<file path="src/rtl/ascc_pkg.sv">
// Purpose: Shared constants and types of the serial channel block.
// Assumes: 8-bit I/O register port, one system clock.
// Notes:   Register offsets, single-bit field positions, source reset value and clock counts live here.
`default_nettype none
package ascc_pkg;
  // ----------------------------------------------------------------
  // Register offsets
  // ----------------------------------------------------------------
  localparam logic [7:0] ASCC_OFS_A0   = 8'h00;
  localparam logic [7:0] ASCC_OFS_A1   = 8'h01;
  localparam logic [7:0] ASCC_OFS_B0   = 8'h02;
  localparam logic [7:0] ASCC_OFS_B1   = 8'h03;
  localparam logic [7:0] ASCC_OFS_ST0  = 8'h04;
  localparam logic [7:0] ASCC_OFS_ST1  = 8'h05;
  localparam logic [7:0] ASCC_OFS_TD0  = 8'h06;
  localparam logic [7:0] ASCC_OFS_TD1  = 8'h07;
  localparam logic [7:0] ASCC_OFS_RD0  = 8'h08;
  localparam logic [7:0] ASCC_OFS_RD1  = 8'h09;
  // ----------------------------------------------------------------
  // Field positions
  // ----------------------------------------------------------------
  localparam int ASCC_A_FILTER = 7;
  localparam int ASCC_A_RX_ON  = 6;
  localparam int ASCC_A_TX_ON  = 5;
  localparam int ASCC_A_BIT4   = 4;
  localparam int ASCC_A_ERRCLR = 3;
  localparam int ASCC_B_MPSEND = 7;
  localparam int ASCC_B_MPFMT  = 6;
  localparam int ASCC_B_PRESC  = 5;
  localparam int ASCC_B_ODD    = 4;
  localparam int ASCC_B_DIV    = 3;
  // ----------------------------------------------------------------
  // Reset values, timing counts and queue sizes
  // ----------------------------------------------------------------
  localparam logic [2:0]  ASCC_SS_EXT    = 3'h7;
  localparam logic [2:0]  ASCC_SS_RST    = 3'h7;
  localparam logic [10:0] ASCC_PRESC_LO  = 11'h00a;
  localparam logic [10:0] ASCC_PRESC_HI  = 11'h01e;
  localparam logic [6:0]  ASCC_RATIO_LO  = 7'h10;
  localparam logic [6:0]  ASCC_RATIO_HI  = 7'h40;
  localparam logic [6:0]  ASCC_RATIO_ONE = 7'h01;
  localparam int          ASCC_TXQ_W     = 8;
  localparam int          ASCC_TXQ_D     = 8;
  // ----------------------------------------------------------------
  // Types
  // ----------------------------------------------------------------
  typedef struct packed {
    logic len8;
    logic par_on;
    logic stop2;
  } ascc_fmt_t;
  typedef struct packed {
    logic overrun;
    logic parity;
    logic framing;
    logic break_flag;
  } ascc_err_t;
  typedef enum logic {ASCC_TX_IDLE, ASCC_TX_SHIFT} ascc_tx_t;
  typedef enum logic [1:0] {
    ASCC_RX_IDLE, ASCC_RX_START, ASCC_RX_BITS
  } ascc_rx_t;
endpackage : ascc_pkg
`default_nettype wire

</file>
<file path="src/rtl/ascc_top.sv">
// Purpose: Two asynchronous serial channels with control registers.
// Assumes: Pin inputs are synchronous to clock; reset is synchronous.
// Notes:   Read data is registered one cycle after the read strobe.
`default_nettype none
// ------------------------------------------------------------------
// Transmit queue
// ------------------------------------------------------------------
module ascc_fifo #(
  parameter int W = 8,
  parameter int D = 8
) (
  input  wire logic         clock,
  input  wire logic         reset_n,
  input  wire logic         in_valid,
  output logic              in_ready,
  input  wire logic [W-1:0] in_data,
  output logic              out_valid,
  input  wire logic         out_ready,
  output logic [W-1:0]      out_data
);
  localparam int AW = $clog2(D);
  logic [W-1:0] mem [D];
  logic [AW-1:0] wp;
  logic [AW-1:0] rp;
  logic [AW:0]   cnt;
  logic          push;
  logic          pop;
  // Pointers wrap naturally, so depth must be a power of two.
  assign in_ready  = cnt != (AW+1)'(D);
  assign out_valid = cnt != '0;
  assign out_data  = mem[rp];
  assign push      = in_valid & in_ready;
  assign pop       = out_valid & out_ready;
  // Storage has no reset; only valid entries are ever read.
  always_ff @(posedge clock) begin
    if (push) begin
      mem[wp] <= in_data;
    end
  end
  // Pointer and fill level update.
  always_ff @(posedge clock) begin
    if (!reset_n) begin
      wp  <= '0;
      rp  <= '0;
      cnt <= '0;
    end else begin
      if (push) wp <= wp + AW'(1);
      if (pop) rp <= rp + AW'(1);
      cnt <= cnt + (AW+1)'(push) - (AW+1)'(pop);
    end
  end
endmodule : ascc_fifo

// ------------------------------------------------------------------
// One channel
// ------------------------------------------------------------------
// Functional notes
// - Wake-up filter passes only flagged characters to flags; clears on reset.
// - Filter off means every character counts; ignored outside multiproc.
// - Dropping transmitter enable aborts the character; holding-empty kept.
// - Both enables forced low by reset and by peripheral halt.
// - Channel 0 control A bit 4 drives request-to-send pin directly.
// - Channel 1 control A bit 4 picks DMA-end or clock pin; resets 0.
// - Control A bit 3 reads the last received multiproc flag bit.
// - Writing control A bit 3 as zero clears all error flags.
// - Format bits set data length, parity enable and stop count.
// - Frame is start, data, optional parity, then stop bits.
// - Transmitter sends control B bit 7 as multiproc flag bit.
// - Multiproc frame: start, data, flag bit, stops, never parity.
// - Control B bit 5 reads clear-to-send; high holds holding-empty low.
// - Channel 1 clear-to-send read valid only when pin selects it.
// - Prescale bit written when source not external and baud generator mode low: 0 is 10, 1 is 30.
// - Control B bit 4 picks even or odd parity only.
// - Control B bit 3 picks sample ratio 16 or 64.
// - Source 111, the reset value, uses the external clock pin.
// - Other source codes divide the prescaled system clock by two to the code.
// - A loaded character sets data-available even when in error.
module ascc_chan #(
  parameter bit CH1 = 1'b0
) (
  input  wire logic       clock,
  input  wire logic       reset_n,
  input  wire logic       io_write,
  input  wire logic       io_read,
  input  wire logic [7:0] io_wdata,
  input  wire logic       sel_a,
  input  wire logic       sel_b,
  input  wire logic       sel_stat,
  input  wire logic       sel_tdr,
  input  wire logic       sel_rdr,
  output logic [7:0]      rd_value,
  input  wire logic       halt,
  input  wire logic       unity,
  input  wire logic       bgm,
  input  wire logic       ext_clk,
  input  wire logic       cts_n,
  input  wire logic       rxd,
  output logic            txd,
  output logic            bit4
);
  logic             filter;
  logic             rx_on;
  logic             tx_on;
  ascc_pkg::ascc_fmt_t fmt;
  logic             mp_send;
  logic             mp_fmt;
  logic             presc;
  logic             odd;
  logic             div;
  logic [2:0]       ss;
  logic             wr_a;
  logic             wr_b;
  logic             err_clr;
  logic             rdr_read;
  assign wr_a     = io_write & sel_a;
  assign wr_b     = io_write & sel_b;
  assign rdr_read = io_read & sel_rdr;
  assign err_clr  = wr_a & ~io_wdata[ascc_pkg::ASCC_A_ERRCLR];

  // ----------------------------------------------------------------
  // Control registers
  // ----------------------------------------------------------------
  // enables forced off
  always_ff @(posedge clock) begin
    if (!reset_n || halt) begin
      rx_on <= 1'h0;
      tx_on <= 1'h0;
    end else if (wr_a) begin
      rx_on <= io_wdata[ascc_pkg::ASCC_A_RX_ON];
      tx_on <= io_wdata[ascc_pkg::ASCC_A_TX_ON];
    end
  end
  always_ff @(posedge clock) begin
    if (!reset_n) begin
      filter <= 1'h0;
      bit4   <= 1'h0;
      fmt    <= '0;
    end else if (wr_a) begin
      filter <= io_wdata[ascc_pkg::ASCC_A_FILTER];
      bit4   <= io_wdata[ascc_pkg::ASCC_A_BIT4];
      fmt    <= io_wdata[2:0];
    end
  end
  always_ff @(posedge clock) begin
    if (!reset_n) begin
      mp_send <= 1'h0;
      mp_fmt  <= 1'h0;
      presc   <= 1'h0;
      odd     <= 1'h0;
      div     <= 1'h0;
      ss      <= ascc_pkg::ASCC_SS_RST;
    end else if (wr_b) begin
      mp_send <= io_wdata[ascc_pkg::ASCC_B_MPSEND];
      mp_fmt  <= io_wdata[ascc_pkg::ASCC_B_MPFMT];
      odd     <= io_wdata[ascc_pkg::ASCC_B_ODD];
      div     <= io_wdata[ascc_pkg::ASCC_B_DIV];
      ss      <= io_wdata[2:0];
      if (io_wdata[2:0] != ascc_pkg::ASCC_SS_EXT && !bgm) begin
        presc <= io_wdata[ascc_pkg::ASCC_B_PRESC];
      end
    end
  end

  // ----------------------------------------------------------------
  // Sample clock
  // ----------------------------------------------------------------
  logic [10:0] div_cnt;
  logic [10:0] period;
  logic        ext_q;
  logic        tick;
  logic [6:0]  ratio;
  logic [6:0]  ratio_m1;
  logic [6:0]  half_m1;
  assign period = (presc ? ascc_pkg::ASCC_PRESC_HI
                         : ascc_pkg::ASCC_PRESC_LO) << ss;
  assign ratio = unity ? ascc_pkg::ASCC_RATIO_ONE
               : (div ? ascc_pkg::ASCC_RATIO_HI
                      : ascc_pkg::ASCC_RATIO_LO);
  assign ratio_m1 = ratio - 7'h01;
  assign half_m1  = (ratio >> 1) - 7'h01;
  always_ff @(posedge clock) begin
    if (!reset_n) begin
      div_cnt <= '0;
      ext_q   <= 1'h0;
      tick    <= 1'h0;
    end else begin
      ext_q <= ext_clk;
      if (ss == ascc_pkg::ASCC_SS_EXT) begin
        div_cnt <= '0;
        tick    <= ext_clk & ~ext_q;
      end else if (div_cnt >= period - 11'h001) begin
        div_cnt <= '0;
        tick    <= 1'h1;
      end else begin
        div_cnt <= div_cnt + 11'h001;
        tick    <= 1'h0;
      end
    end
  end

  // ----------------------------------------------------------------
  // Transmitter
  // ----------------------------------------------------------------
  // frame assembly
  function automatic logic [15:0] ascc_frame(
    input ascc_pkg::ascc_fmt_t f,
    input logic                mp,
    input logic                multiproc_flag_bit,
    input logic                odd_p,
    input logic [7:0]          d
  );
    logic [11:0] v;
    logic        p;
    int          n;
    v    = '1;
    v[0] = 1'h0;
    p    = odd_p;
    n    = 1;
    for (int i = 0; i < 8; i++) begin
      if (i < 7 || f.len8) begin
        v[n] = d[i];
        p    = p ^ d[i];
        n++;
      end
    end
    if (mp) begin
      v[n] = multiproc_flag_bit;
      n++;
    end else if (f.par_on) begin
      v[n] = p;
      n++;
    end
    n = n + (f.stop2 ? 2 : 1);
    return {n[3:0], v};
  endfunction : ascc_frame

  ascc_pkg::ascc_tx_t tx_state;
  logic [11:0] tx_shift;
  logic [3:0]  tx_left;
  logic [6:0]  tx_sub;
  logic        q_valid;
  logic        q_ready;
  logic [7:0]  q_data;
  logic        tx_start;
  logic        tx_holding_empty;
  logic        tx_holding_empty_raw;
  // A frame starts on a tick, so the start bit lasts a whole bit time
  // even in unity clock mode.
  assign tx_start = tx_state == ascc_pkg::ASCC_TX_IDLE
                  & tx_on & q_valid & tick;
  assign q_ready  = tx_start;

  // Software learns of back-pressure through holding-empty.
  ascc_fifo #(
    .W (ascc_pkg::ASCC_TXQ_W),
    .D (ascc_pkg::ASCC_TXQ_D)
  ) u_txq (
    .clock     (clock),
    .reset_n   (reset_n),
    .in_valid  (io_write & sel_tdr),
    .in_ready  (tx_holding_empty_raw),
    .in_data   (io_wdata),
    .out_valid (q_valid),
    .out_ready (q_ready),
    .out_data  (q_data)
  );
  assign tx_holding_empty = tx_holding_empty_raw & ~cts_n;

  always_ff @(posedge clock) begin
    if (!reset_n || !tx_on) begin
      tx_state <= ascc_pkg::ASCC_TX_IDLE;
      tx_shift <= '1;
      tx_left  <= '0;
      tx_sub   <= '0;
    end else if (tx_start) begin
      {tx_left, tx_shift} <= ascc_frame(fmt, mp_fmt, mp_send,
                                        odd, q_data);
      tx_sub   <= '0;
      tx_state <= ascc_pkg::ASCC_TX_SHIFT;
    end else if (tx_state == ascc_pkg::ASCC_TX_SHIFT && tick) begin
      if (tx_sub == ratio_m1) begin
        tx_sub   <= '0;
        tx_shift <= {1'h1, tx_shift[11:1]};
        tx_left  <= tx_left - 4'h1;
        if (tx_left == 4'h1) tx_state <= ascc_pkg::ASCC_TX_IDLE;
      end else begin
        tx_sub <= tx_sub + 7'h01;
      end
    end
  end
  // Line idles high whenever nothing is being shifted.
  always_ff @(posedge clock) begin
    if (!reset_n || !tx_on) begin
      txd <= 1'h1;
    end else begin
      txd <= (tx_state == ascc_pkg::ASCC_TX_SHIFT) ? tx_shift[0]
                                                  : 1'h1;
    end
  end

  // ----------------------------------------------------------------
  // Receiver
  // ----------------------------------------------------------------
  ascc_pkg::ascc_rx_t rx_state;
  ascc_pkg::ascc_err_t err;
  logic [6:0] rx_sub;
  logic [3:0] rx_idx;
  logic [3:0] rx_last;
  logic [9:0] rx_bits;
  logic       rx_done;
  logic [7:0] rx_data;
  logic       rx_extra;
  logic       accept;
  logic       load;
  logic [7:0] rdr;
  logic       avail;
  logic       last_mp;
  // Stop sample index; only the first stop bit is checked.
  assign rx_last = (fmt.len8 ? 4'h8 : 4'h7)
                 + ((mp_fmt || fmt.par_on) ? 4'h1 : 4'h0);
  assign rx_done  = rx_state == ascc_pkg::ASCC_RX_BITS & tick
                  & rx_sub == ratio_m1 & rx_idx == rx_last;
  assign rx_data  = fmt.len8 ? rx_bits[7:0] : {1'h0, rx_bits[6:0]};
  assign rx_extra = fmt.len8 ? rx_bits[8] : rx_bits[7];
  assign accept   = ~(mp_fmt & filter & ~rx_extra);
  assign load     = rx_done & accept & (~avail | rdr_read);

  // Outside unity mode the start edge is rechecked at mid bit to reject glitches.
  always_ff @(posedge clock) begin
    if (!reset_n || !rx_on) begin
      rx_state <= ascc_pkg::ASCC_RX_IDLE;
      rx_sub   <= '0;
      rx_idx   <= '0;
      rx_bits  <= '0;
    end else if (tick) begin
      unique case (rx_state)
        ascc_pkg::ASCC_RX_IDLE: begin
          rx_sub <= '0;
          rx_idx <= '0;
          if (!rxd) begin
            rx_state <= (ratio == ascc_pkg::ASCC_RATIO_ONE)
                      ? ascc_pkg::ASCC_RX_BITS
                      : ascc_pkg::ASCC_RX_START;
          end
        end
        ascc_pkg::ASCC_RX_START: begin
          if (rx_sub == half_m1) begin
            rx_sub   <= '0;
            rx_state <= rxd ? ascc_pkg::ASCC_RX_IDLE
                            : ascc_pkg::ASCC_RX_BITS;
          end else begin
            rx_sub <= rx_sub + 7'h01;
          end
        end
        ascc_pkg::ASCC_RX_BITS: begin
          if (rx_sub == ratio_m1) begin
            rx_sub          <= '0;
            rx_bits[rx_idx] <= rxd;
            if (rx_idx == rx_last) begin
              rx_state <= ascc_pkg::ASCC_RX_IDLE;
            end else begin
              rx_idx <= rx_idx + 4'h1;
            end
          end else begin
            rx_sub <= rx_sub + 7'h01;
          end
        end
        default: rx_state <= ascc_pkg::ASCC_RX_IDLE;
      endcase
    end
  end
  always_ff @(posedge clock) begin
    if (!reset_n) begin
      avail <= 1'h0;
      rdr   <= '0;
    end else if (load) begin
      avail <= 1'h1;
      rdr   <= rx_data;
    end else if (rdr_read) begin
      avail <= 1'h0;
    end
  end
  always_ff @(posedge clock) begin
    if (!reset_n) begin
      err <= '0;
    end else begin
      err <= (err_clr ? '0 : err) | {
        rx_done & accept & avail & ~rdr_read,
        load & fmt.par_on & ~mp_fmt & (^rx_data ^ odd ^ rx_extra),
        load & ~rxd,
        load & ~rxd & (rx_data == 8'h00)};
    end
  end
  always_ff @(posedge clock) begin
    if (!reset_n) begin
      last_mp <= 1'h0;
    end else if (rx_done && mp_fmt) begin
      last_mp <= rx_extra;
    end
  end

  // ----------------------------------------------------------------
  // Read multiplexer
  // ----------------------------------------------------------------
  // clear-to-send read raw
  always_comb begin
    rd_value = 8'h00;
    if (sel_a) begin
      rd_value = {filter, rx_on, tx_on, bit4, last_mp, fmt};
    end else if (sel_b) begin
      rd_value = {mp_send, mp_fmt, cts_n, odd, div, ss};
    end else if (sel_stat) begin
      rd_value = {avail, err.overrun, err.parity, err.framing,
                  err.break_flag, 1'h0, tx_holding_empty, 1'h0};
    end else if (sel_rdr) begin
      rd_value = rdr;
    end
  end
endmodule : ascc_chan

// ------------------------------------------------------------------
// Top level
// ------------------------------------------------------------------
module ascc_top (
  input  wire logic       clock,
  input  wire logic       reset_n,
  input  wire logic [7:0] io_addr,
  input  wire logic [7:0] io_wdata,
  input  wire logic       io_write,
  input  wire logic       io_read,
  output logic [7:0]      io_rdata,
  input  wire logic       peripheral_halt,
  input  wire logic [1:0] unity_clock_mode,
  input  wire logic [1:0] baud_generator_mode,
  input  wire logic [1:0] serial_clock_pin,
  input  wire logic [1:0] clear_to_send_n,
  input  wire logic [1:0] rx_line,
  output logic [1:0]      tx_line,
  output logic            request_to_send_out,
  output logic            clk_pin1_alt_select
);
  logic [7:0] rd_val [2];
  logic [1:0] pin_bit;
  for (genvar ch = 0; ch < 2; ch++) begin : g_ch
    ascc_chan #(
      .CH1 (ch == 1)
    ) u_chan (
      .clock    (clock),
      .reset_n  (reset_n),
      .io_write (io_write),
      .io_read  (io_read),
      .io_wdata (io_wdata),
      .sel_a    (io_addr == (ch ? ascc_pkg::ASCC_OFS_A1
                                : ascc_pkg::ASCC_OFS_A0)),
      .sel_b    (io_addr == (ch ? ascc_pkg::ASCC_OFS_B1
                                : ascc_pkg::ASCC_OFS_B0)),
      .sel_stat (io_addr == (ch ? ascc_pkg::ASCC_OFS_ST1
                                : ascc_pkg::ASCC_OFS_ST0)),
      .sel_tdr  (io_addr == (ch ? ascc_pkg::ASCC_OFS_TD1
                                : ascc_pkg::ASCC_OFS_TD0)),
      .sel_rdr  (io_addr == (ch ? ascc_pkg::ASCC_OFS_RD1
                                : ascc_pkg::ASCC_OFS_RD0)),
      .rd_value (rd_val[ch]),
      .halt     (peripheral_halt),
      .unity    (unity_clock_mode[ch]),
      .bgm      (baud_generator_mode[ch]),
      .ext_clk  (serial_clock_pin[ch]),
      .cts_n    (clear_to_send_n[ch]),
      .rxd      (rx_line[ch]),
      .txd      (tx_line[ch]),
      .bit4     (pin_bit[ch])
    );
  end
  assign request_to_send_out = pin_bit[0];
  assign clk_pin1_alt_select = pin_bit[1];
  // Unmapped addresses read as zero since no select is active.
  always_ff @(posedge clock) begin
    if (!reset_n) begin
      io_rdata <= 8'h00;
    end else if (io_read) begin
      io_rdata <= rd_val[0] | rd_val[1];
    end
  end
endmodule : ascc_top
`default_nettype wire

</file>
<file path="config.mk">
export PLATFORM = sky130hd
export DESIGN_NAME = ascc_top
export DESIGN_NICKNAME = d
export VERILOG_FILES = /design/src/rtl/ascc_pkg.sv /design/src/rtl/ascc_top.sv
export SDC_FILE = /design/constraint.sdc
export NUM_CORES = 1
export LEC_CHECK = 0
export BUFFER_PORTS_ARGS = -buffer_cell sky130_fd_sc_hd__buf_2
export CORE_ASPECT_RATIO = 0.75
export CORE_MARGIN = 10
export CORE_UTILIZATION = 55
export CTS_CLUSTER_SIZE = 40
export DETAILED_ROUTE_END_ITERATION = 8
export PLACE_DENSITY = 0.82
export SETUP_SLACK_MARGIN = 0.05
export SYNTH_ARGS = -nofsm -noshare
export SYNTH_HDL_FRONTEND = slang
export SYNTH_HIERARCHICAL = 1
export SYNTH_SLANG_ARGS = --single-unit
</file>
<file path="constraint.sdc">
create_clock -name clock -period 4.2 [get_ports clock]
set_clock_uncertainty 0.05 [all_clocks]
set_input_delay 0.42 -clock clock [delete_from_list [all_inputs] [get_ports clock]]
set_output_delay 0.42 -clock clock [all_outputs]
set_load 0.02 [all_outputs]
</file>
**After elaboration in Yosys (flattened, before gate mapping)**

Memories as Yosys holds them, arrays and structs flattened. A register that Yosys moved wholly into a read port is not among the register bits.
Cells that the tools add are included.

- Register bits: 208
- RAM bits: 128
- Input bits: 31
- Output and inout bits: 12
- Memories: 2

Memory list:

| name | words | width | read ports | clocked after Yosys merged registers in | write ports | RTL line | RTL |
|---|---|---|---|---|---|---|---|
| g_ch[0].u_chan.u_txq.mem | 8 | 8 | 1 | 1 | 1 | ascc_top.sv:22 | `logic [W-1:0] mem [D];` |
| g_ch[1].u_chan.u_txq.mem | 8 | 8 | 1 | 1 | 1 | ascc_top.sv:22 |  |

- Add/subtract/negate cells: 44
- Magnitude comparators: 38
- Equal/unequal tests: 40
- Shift-type cells: 2
- Multiplexer cells: 260
- Bitwise logic cells: 97
- Reductions and logical operators: 79

Operators by type and width:

| cell | count |
|---|---|
| two-way mux 32 bit | 34 |
| >= comparator 32 x 1 -> 1 bit, second input constant | 16 |
| < comparator 32 x 6 -> 1 bit, second input constant | 16 |
| two-way mux 12 bit | 40 |
| adder 32 x 2 -> 32 bit, second input constant | 14 |
| bitwise mux 12 bit | 18 |
| two-way mux 4 bit | 22 |
| two-way mux 1 bit | 80 |
| two-way mux 8 bit | 10 |
| demux 1 bit (select 4 bit) | 18 |
| two-way mux 7 bit | 10 |
| bitwise AND 1 bit | 52 |
| == test 7 bit | 6 |
| case mux 7 bit (3 select lines) | 2 |
| == test 8 x 3 -> 1 bit, second input constant | 4 |
| adder 7 x 1 -> 7 bit, second input constant | 4 |
| two-way mux 2 bit | 14 |
| logical AND 1 bit | 24 |
| logical NOT 8 bit | 3 |
| adder 11 x 1 -> 11 bit, second input constant | 2 |
| >= comparator 11 bit | 2 |
| << shifter 11 x 3 -> 11 bit | 2 |
| subtractor 11 x 1 -> 11 bit, second input constant | 2 |
| bitwise mux 10 bit | 2 |
| 46 further kinds | 163 |

**Depth between registers and ports, before layout**

- Depth after elaboration: 36
- Gate-level depth with buffers: 16
- Depth with buffers taken out: 14

**By module**

The synthesis kept the hierarchy.

By module, submodules not included:

| module | instances | cells an instance | area an instance (µm²) | sequential area each (µm²) |
|---|---|---|---|---|
| ascc_chan (g_ch[1].u_chan) | 1 | 628 | 5033.6 | 1741.7 |
| ascc_chan (g_ch[0].u_chan) | 1 | 614 | 4981.0 | 1741.7 |
| ascc_fifo (g_ch[0].u_chan.u_txq) | 1 | 172 | 3190.6 | 2182.1 |
| ascc_fifo (g_ch[1].u_chan.u_txq) | 1 | 171 | 3176.8 | 2182.1 |
| ascc_top | 1 | 51 | 387.9 | 160.2 |

**Worst setup path after synthesis**

OpenSTA, ideal clock, no wires.

- Path kind: reg-to-reg
- From: register g_ch[0].u_chan.u_txq.cnt[2]
- To: register g_ch[0].u_chan.u_txq.cnt[2]
- Arrival: 2.747 ns
- Required time: 4.035 ns
- Path slack: 1.288 ns
- Stages on the path, launching flop included: 15
- Buffers on the path: 2
- Cells stage by stage: dfxtp_1 > inv_1 > ha_1 > or3b_1 > nand4b_1 > inv_1 > clkbuf_1 > and2_1 > clkbuf_1 > xnor2_1 > ha_1 > inv_1 > fa_1 > xnor2_1 > and2_1

- Longest elaborated chain between the ends: 5
- Elaborated cells between the ends (all ways): 8
- Classes of those cells: add/sub: 2; eq/ne: 1; bitwise: 4; reduce/logical: 1

RTL lines:

| what | RTL line | RTL |
|---|---|---|
| start: declaration | ascc_top.sv:25 | `logic [AW:0] cnt;` |
| start signal: assignment | ascc_top.sv:49 | `cnt <= cnt + (AW+1)'(push) - (AW+1)'(pop);` |
| nonzero test 4 bit | ascc_top.sv:30 | `assign out_valid = cnt != '0;` |
| net g_ch[0].u_chan.q_valid | ascc_top.sv:241 | `logic q_valid;` |
| bitwise AND 1 bit (2 in a row) | ascc_top.sv:250 | `& tx_on & q_valid & tick;` |
| net g_ch[0].u_chan.q_ready | ascc_top.sv:242 | `logic q_ready;` |
| bitwise AND 1 bit | ascc_top.sv:33 | `assign pop = out_valid & out_ready;` |
| subtractor 4 x 1 -> 4 bit | ascc_top.sv:49 |  |

The timed path passes the listed nets, and every way through them passes these cells.
A chain may end at the register's enable or synchronous reset.

**Worst setup path after layout**

- From: register g_ch[1].u_chan.u_txq.cnt[2]
- To: register g_ch[1].u_chan.u_txq.cnt[2]

- Longest elaborated chain between the ends: 5
- Elaborated cells between the ends (all ways): 8
- Classes of those cells: add/sub: 2; eq/ne: 1; bitwise: 4; reduce/logical: 1

RTL lines:

| what | RTL line |
|---|---|
| start: declaration | ascc_top.sv:25 |
| start signal: assignment | ascc_top.sv:49 |
| nonzero test 4 bit * | ascc_top.sv:30 |
| net g_ch[1].u_chan.q_valid | ascc_top.sv:241 |
| bitwise AND 1 bit (2 in a row) | ascc_top.sv:250 |
| bitwise AND 1 bit * | ascc_top.sv:33 |
| subtractor 4 x 1 -> 4 bit * | ascc_top.sv:49 |

The timed path passes the listed nets; every way through them passes the cells marked *.

==> load_flow_metrics.sql <==
INSERT INTO impl_metrics (metric_group, metric, value, unit) VALUES
('outcome', 'status', 'finished clean', ''),
('detailed_routing', 'drt.antenna.violating_nets', '0', ''),
('sta', 'finish_stage_setup_viols', '0', ''),
('sta', 'worst_slew_margin_rel', '0.343', ''),
('job', 'timing.max_cap.violations', '0', ''),
('critical_path', 'critPathArrivalTime', '3700', 'ps'),
('synth', 'postSynthRegisterBits', '336', ''),
('synth', 'netlist.area_leader.share', '0.248', ''),
('place', 'placed_cell_area', '17300', 'um2'),
('critical_path', 'r2r_cells', '13', ''),
('sta', 'final_max_slew_viol_count', '0', ''),
('die', 'die_w', '222', 'um'),
('clocking', 'cts.hold.buffers_added', '0', ''),
('detailed_routing', '1st_pass_router_iterations', '8', ''),
('die', 'io-pin-count', '43', ''),
('min_path', 'min_to', 'g_ch[1].u_chan/ext_q', ''),
('critical_path', 'r2r-start', 'g_ch[1].u_chan/u_txq/cnt[2]', ''),
('place', 'post-dp-hpwl', '26000', 'um'),
('cells_and_area', 'final_core_utilization', '0.606', ''),
('cells_and_area', 'post-route-cell-area', '18300', 'um2'),
('synth', 'yosys.cell_count.top_type', 'nand2_1', ''),
('grt', 'antenna_found_initial', '1', ''),
('grt', 'grt_pass1_wl', '60400', 'um'),
('clocking', 'clock_insertion_delay_worst_skew', '580', 'ps'),
('synth', 'post_synth_instance_area', '16800', 'um2'),
('synth', 'asyncSetResetFlopFracSynth', '0', ''),
('sta', 'tightestPinTransition', '985', 'ps'),
('cells_and_area', 'layout.area.seq', '8010', 'um2'),
('min_path', 'type_of_the_most_critical_hold_path', 'in2reg', ''),
('die', 'row_count', '55', ''),
('synth', 'ys_warn_count', '6', ''),
('min_path', 'hold-path-cell-count', '3', ''),
('clocking', 'post-cts-setup-buffer-count', '0', ''),
('critical_path', 'setup.worst_path.class', 'reg2reg', ''),
('power', 'ir_drop', '0.404', 'mV'),
('place', 'placement.setup.worst_slack', '1030', 'ps'),
('min_path', 'holdCritStartpoint', 'serial_clock_pin[1]', ''),
('cells_and_area', 'num-fill-cells', '2359', ''),
('cells_and_area', 'footprint_of_the_multi_input_gates', '8170', 'um2'),
('critical_path', 'timing.critical_path.to_type', 'flop', ''),
('sta', 'tns', '0', 'ps'),
('synth', 'synthFlopType', 'dfxtp_1', ''),
('grt', 'largest_net_degree_at_the_start_of_global_routing', '45', ''),
('die', 'die_height', '171', 'um'),
('clocking', 'cts.path.max_buffers', '3', ''),
('detailed_routing', 'wirelength', '37800', 'um'),
('power', 'power.density', '344', 'nW/um2'),
('synth', 'syn_inst', '1636', ''),
('detailed_routing', 'avgViaCountPerCell', '5.85', ''),
('cells_and_area', 'final_layout_size_suffix_gt1_frac', '0.104', ''),
('clocking', 'clock-sinks', '336', ''),
('sta', 'setup_slack', '919', 'ps'),
('place', 'count_of_input_and_output_buffers', '42', ''),
('synth', 'synth_cell_types', '81', ''),
('synth', 'synth-edff-count', '128', ''),
('detailed_routing', 'vias', '12200', ''),
('clocking', 'clock_tree_from_tritoncts', 'yes', ''),
('critical_path', 'r2r_setup_slack', '920', 'ps'),
('detailed_routing', 'detail_route.iter0.violations', '1224', ''),
('sta', 'layout_worst_path_cycle_share', '0.781', ''),
('synth', 'netlist_top_cells_area', 'dfxtp_1 (25%), edfxtp_1 (23%), ha_1 (5.7%)', ''),
('die', 'floorplan.die_area', '37900', 'um2'),
('synth', 'netlist.top_cell.by_area', 'dfxtp_1', ''),
('sta', 'final_period_minus_worst_setup_slack', '3280', 'ps'),
('clocking', 'clk_root_buffer_cell', 'clkbuf_16', ''),
('sta', 'rsz_0062_raised_after_global_routing', 'false', ''),
('sta', 'achievable-frequency', '305', 'MHz'),
('grt', 'grt_util_all_layers', '0.192', ''),
('sta', 'finalHoldViolCount', '0', ''),
('die', 'initial_utilization', '0.556', ''),
('die', 'core-area', '30100', 'um2');
-- metal layers --
metal,GRT usage,up-vias,share of wire,routed length (um)
met3,0.0326,90,0.070,2650
met2,0.308,446,0.45,17100
met1,0.264,5768,0.45,17100
li1,-,5854,-,-
met5,0,-,0,0
met4,0.0522,0,0.025,928
-- registers in the layout (all words and copies together), names as in the netlist, 14 cells and up, named ones only --
register	count
g_ch.u_chan/div_cnt	22
g_ch.u_chan/rdr	16
g_ch.u_chan/rx_bits	18
g_ch.u_chan/rx_sub	14
g_ch.u_chan/tx_shift	20
g_ch.u_chan/tx_sub	14
g_ch.u_chan/u_txq/mem	128
-- placed cells by master, fill, tap and decap left out, types with 7 or more instances in the layout --
cell type	instances
mux4_1	30
nor3_1	21
edfxtp_1	128
xnor2_1	41
nor2_1	138
buf_2	42
clkbuf_1	10
a211oi_1	8
nand4_1	17
o21a_1	7
a21o_1	11
mux2_2	39
a21oi_1	88
xor2_1	31
clkbuf_16	31
dfxtp_1	208
mux2i_1	67
and2_1	22
nand2b_1	32
inv_1	59
a21boi_0	12
o21ai_0	78
ha_1	77
nand2_1	211
nor4_1	9
nor2b_1	25
buf_4	24
and3_1	14
or3_1	9
nand3_1	64
-- worst max path at each step --
stage          cells past startpoint                         from  slack [ps]                     endpoint
6_report                          13  g_ch[1].u_chan/u_txq/cnt[2]         920  g_ch[1].u_chan/u_txq/cnt[2]
5_1_grt                           13  g_ch[1].u_chan/u_txq/cnt[2]         690  g_ch[1].u_chan/u_txq/cnt[2]
4_1_cts                           13  g_ch[1].u_chan/u_txq/cnt[2]         940  g_ch[1].u_chan/u_txq/cnt[2]
3_5_place_dp                      13  g_ch[1].u_chan/u_txq/cnt[2]        1030  g_ch[1].u_chan/u_txq/cnt[2]
3_3_place_gp                      13  g_ch[1].u_chan/u_txq/cnt[2]        1100  g_ch[1].u_chan/u_txq/cnt[2]
2_1_floorplan                     14  g_ch[0].u_chan/u_txq/cnt[2]        1290  g_ch[0].u_chan/u_txq/cnt[2]
-- per-stage QoR --
step | total power, mW | cells
after floorplan | 3.52 | 1636
after global routing | 6.48 | 2077
final | 6.28 | 2077
after detailed placement | 3.59 | 2019
after CTS | 6.33 | 2076
after global placement | 3.59 | 2019
-- cell families (layout without fill, tap and decap cells) --
kind of cell | count (synthesis) | count (layout) | share of synthesized area
and+or+nand+nor | 614 | 614 | 0.179
DFF | 336 | 336 | 0.478
AOI/OAI and AO/OA | 252 | 252 | 0.0902
buffers and inverters | 142 | 183 | 0.0371
muxes | 139 | 139 | 0.117
adders and majority gates | 81 | 81 | 0.0622
xor gates and xnor gates | 72 | 72 | 0.0376
other | 0 | 1 | 0
-- power breakdown --
group / switching [mW] / leakage (nW) / total [mW] / internal, mW
Combinational: 0.0998 / 3.41 / 0.134 / 0.0344
Clock: 1.21 / 0.483 / 2.76 / 1.56
Sequential: 0.00531 / 2.83 / 3.39 / 3.38
Total: 1.31 / 6.73 / 6.28 / 4.97
-- cell type report --
cell class / count / share of cell area
Sequential cell: 336 / 0.438
Clock inverter: 12 / 0.00650
Inverter: 60 / 0.0123
Timing Repair Buffer: 66 / 0.0214
Multi-Input combinational cell: 1158 / 0.447
Antenna cell: 1 / 0.000137
Clock buffer: 45 / 0.0475
Tap cell: 399 / 0.0273
-- worst max-delay path, cell delays in order (launching register included) --
cell	delay, ps
dfxtp_1	310
inv_1	70
ha_1	190
nor3b_1	180
inv_1	70
nand4b_1	90
buf_4	200
inv_1	270
nor2b_1	610
xnor2_1	190
ha_1	250
fa_1	390
xor2_1	150
and2_1	150
(Power assumes the default switching activity.)
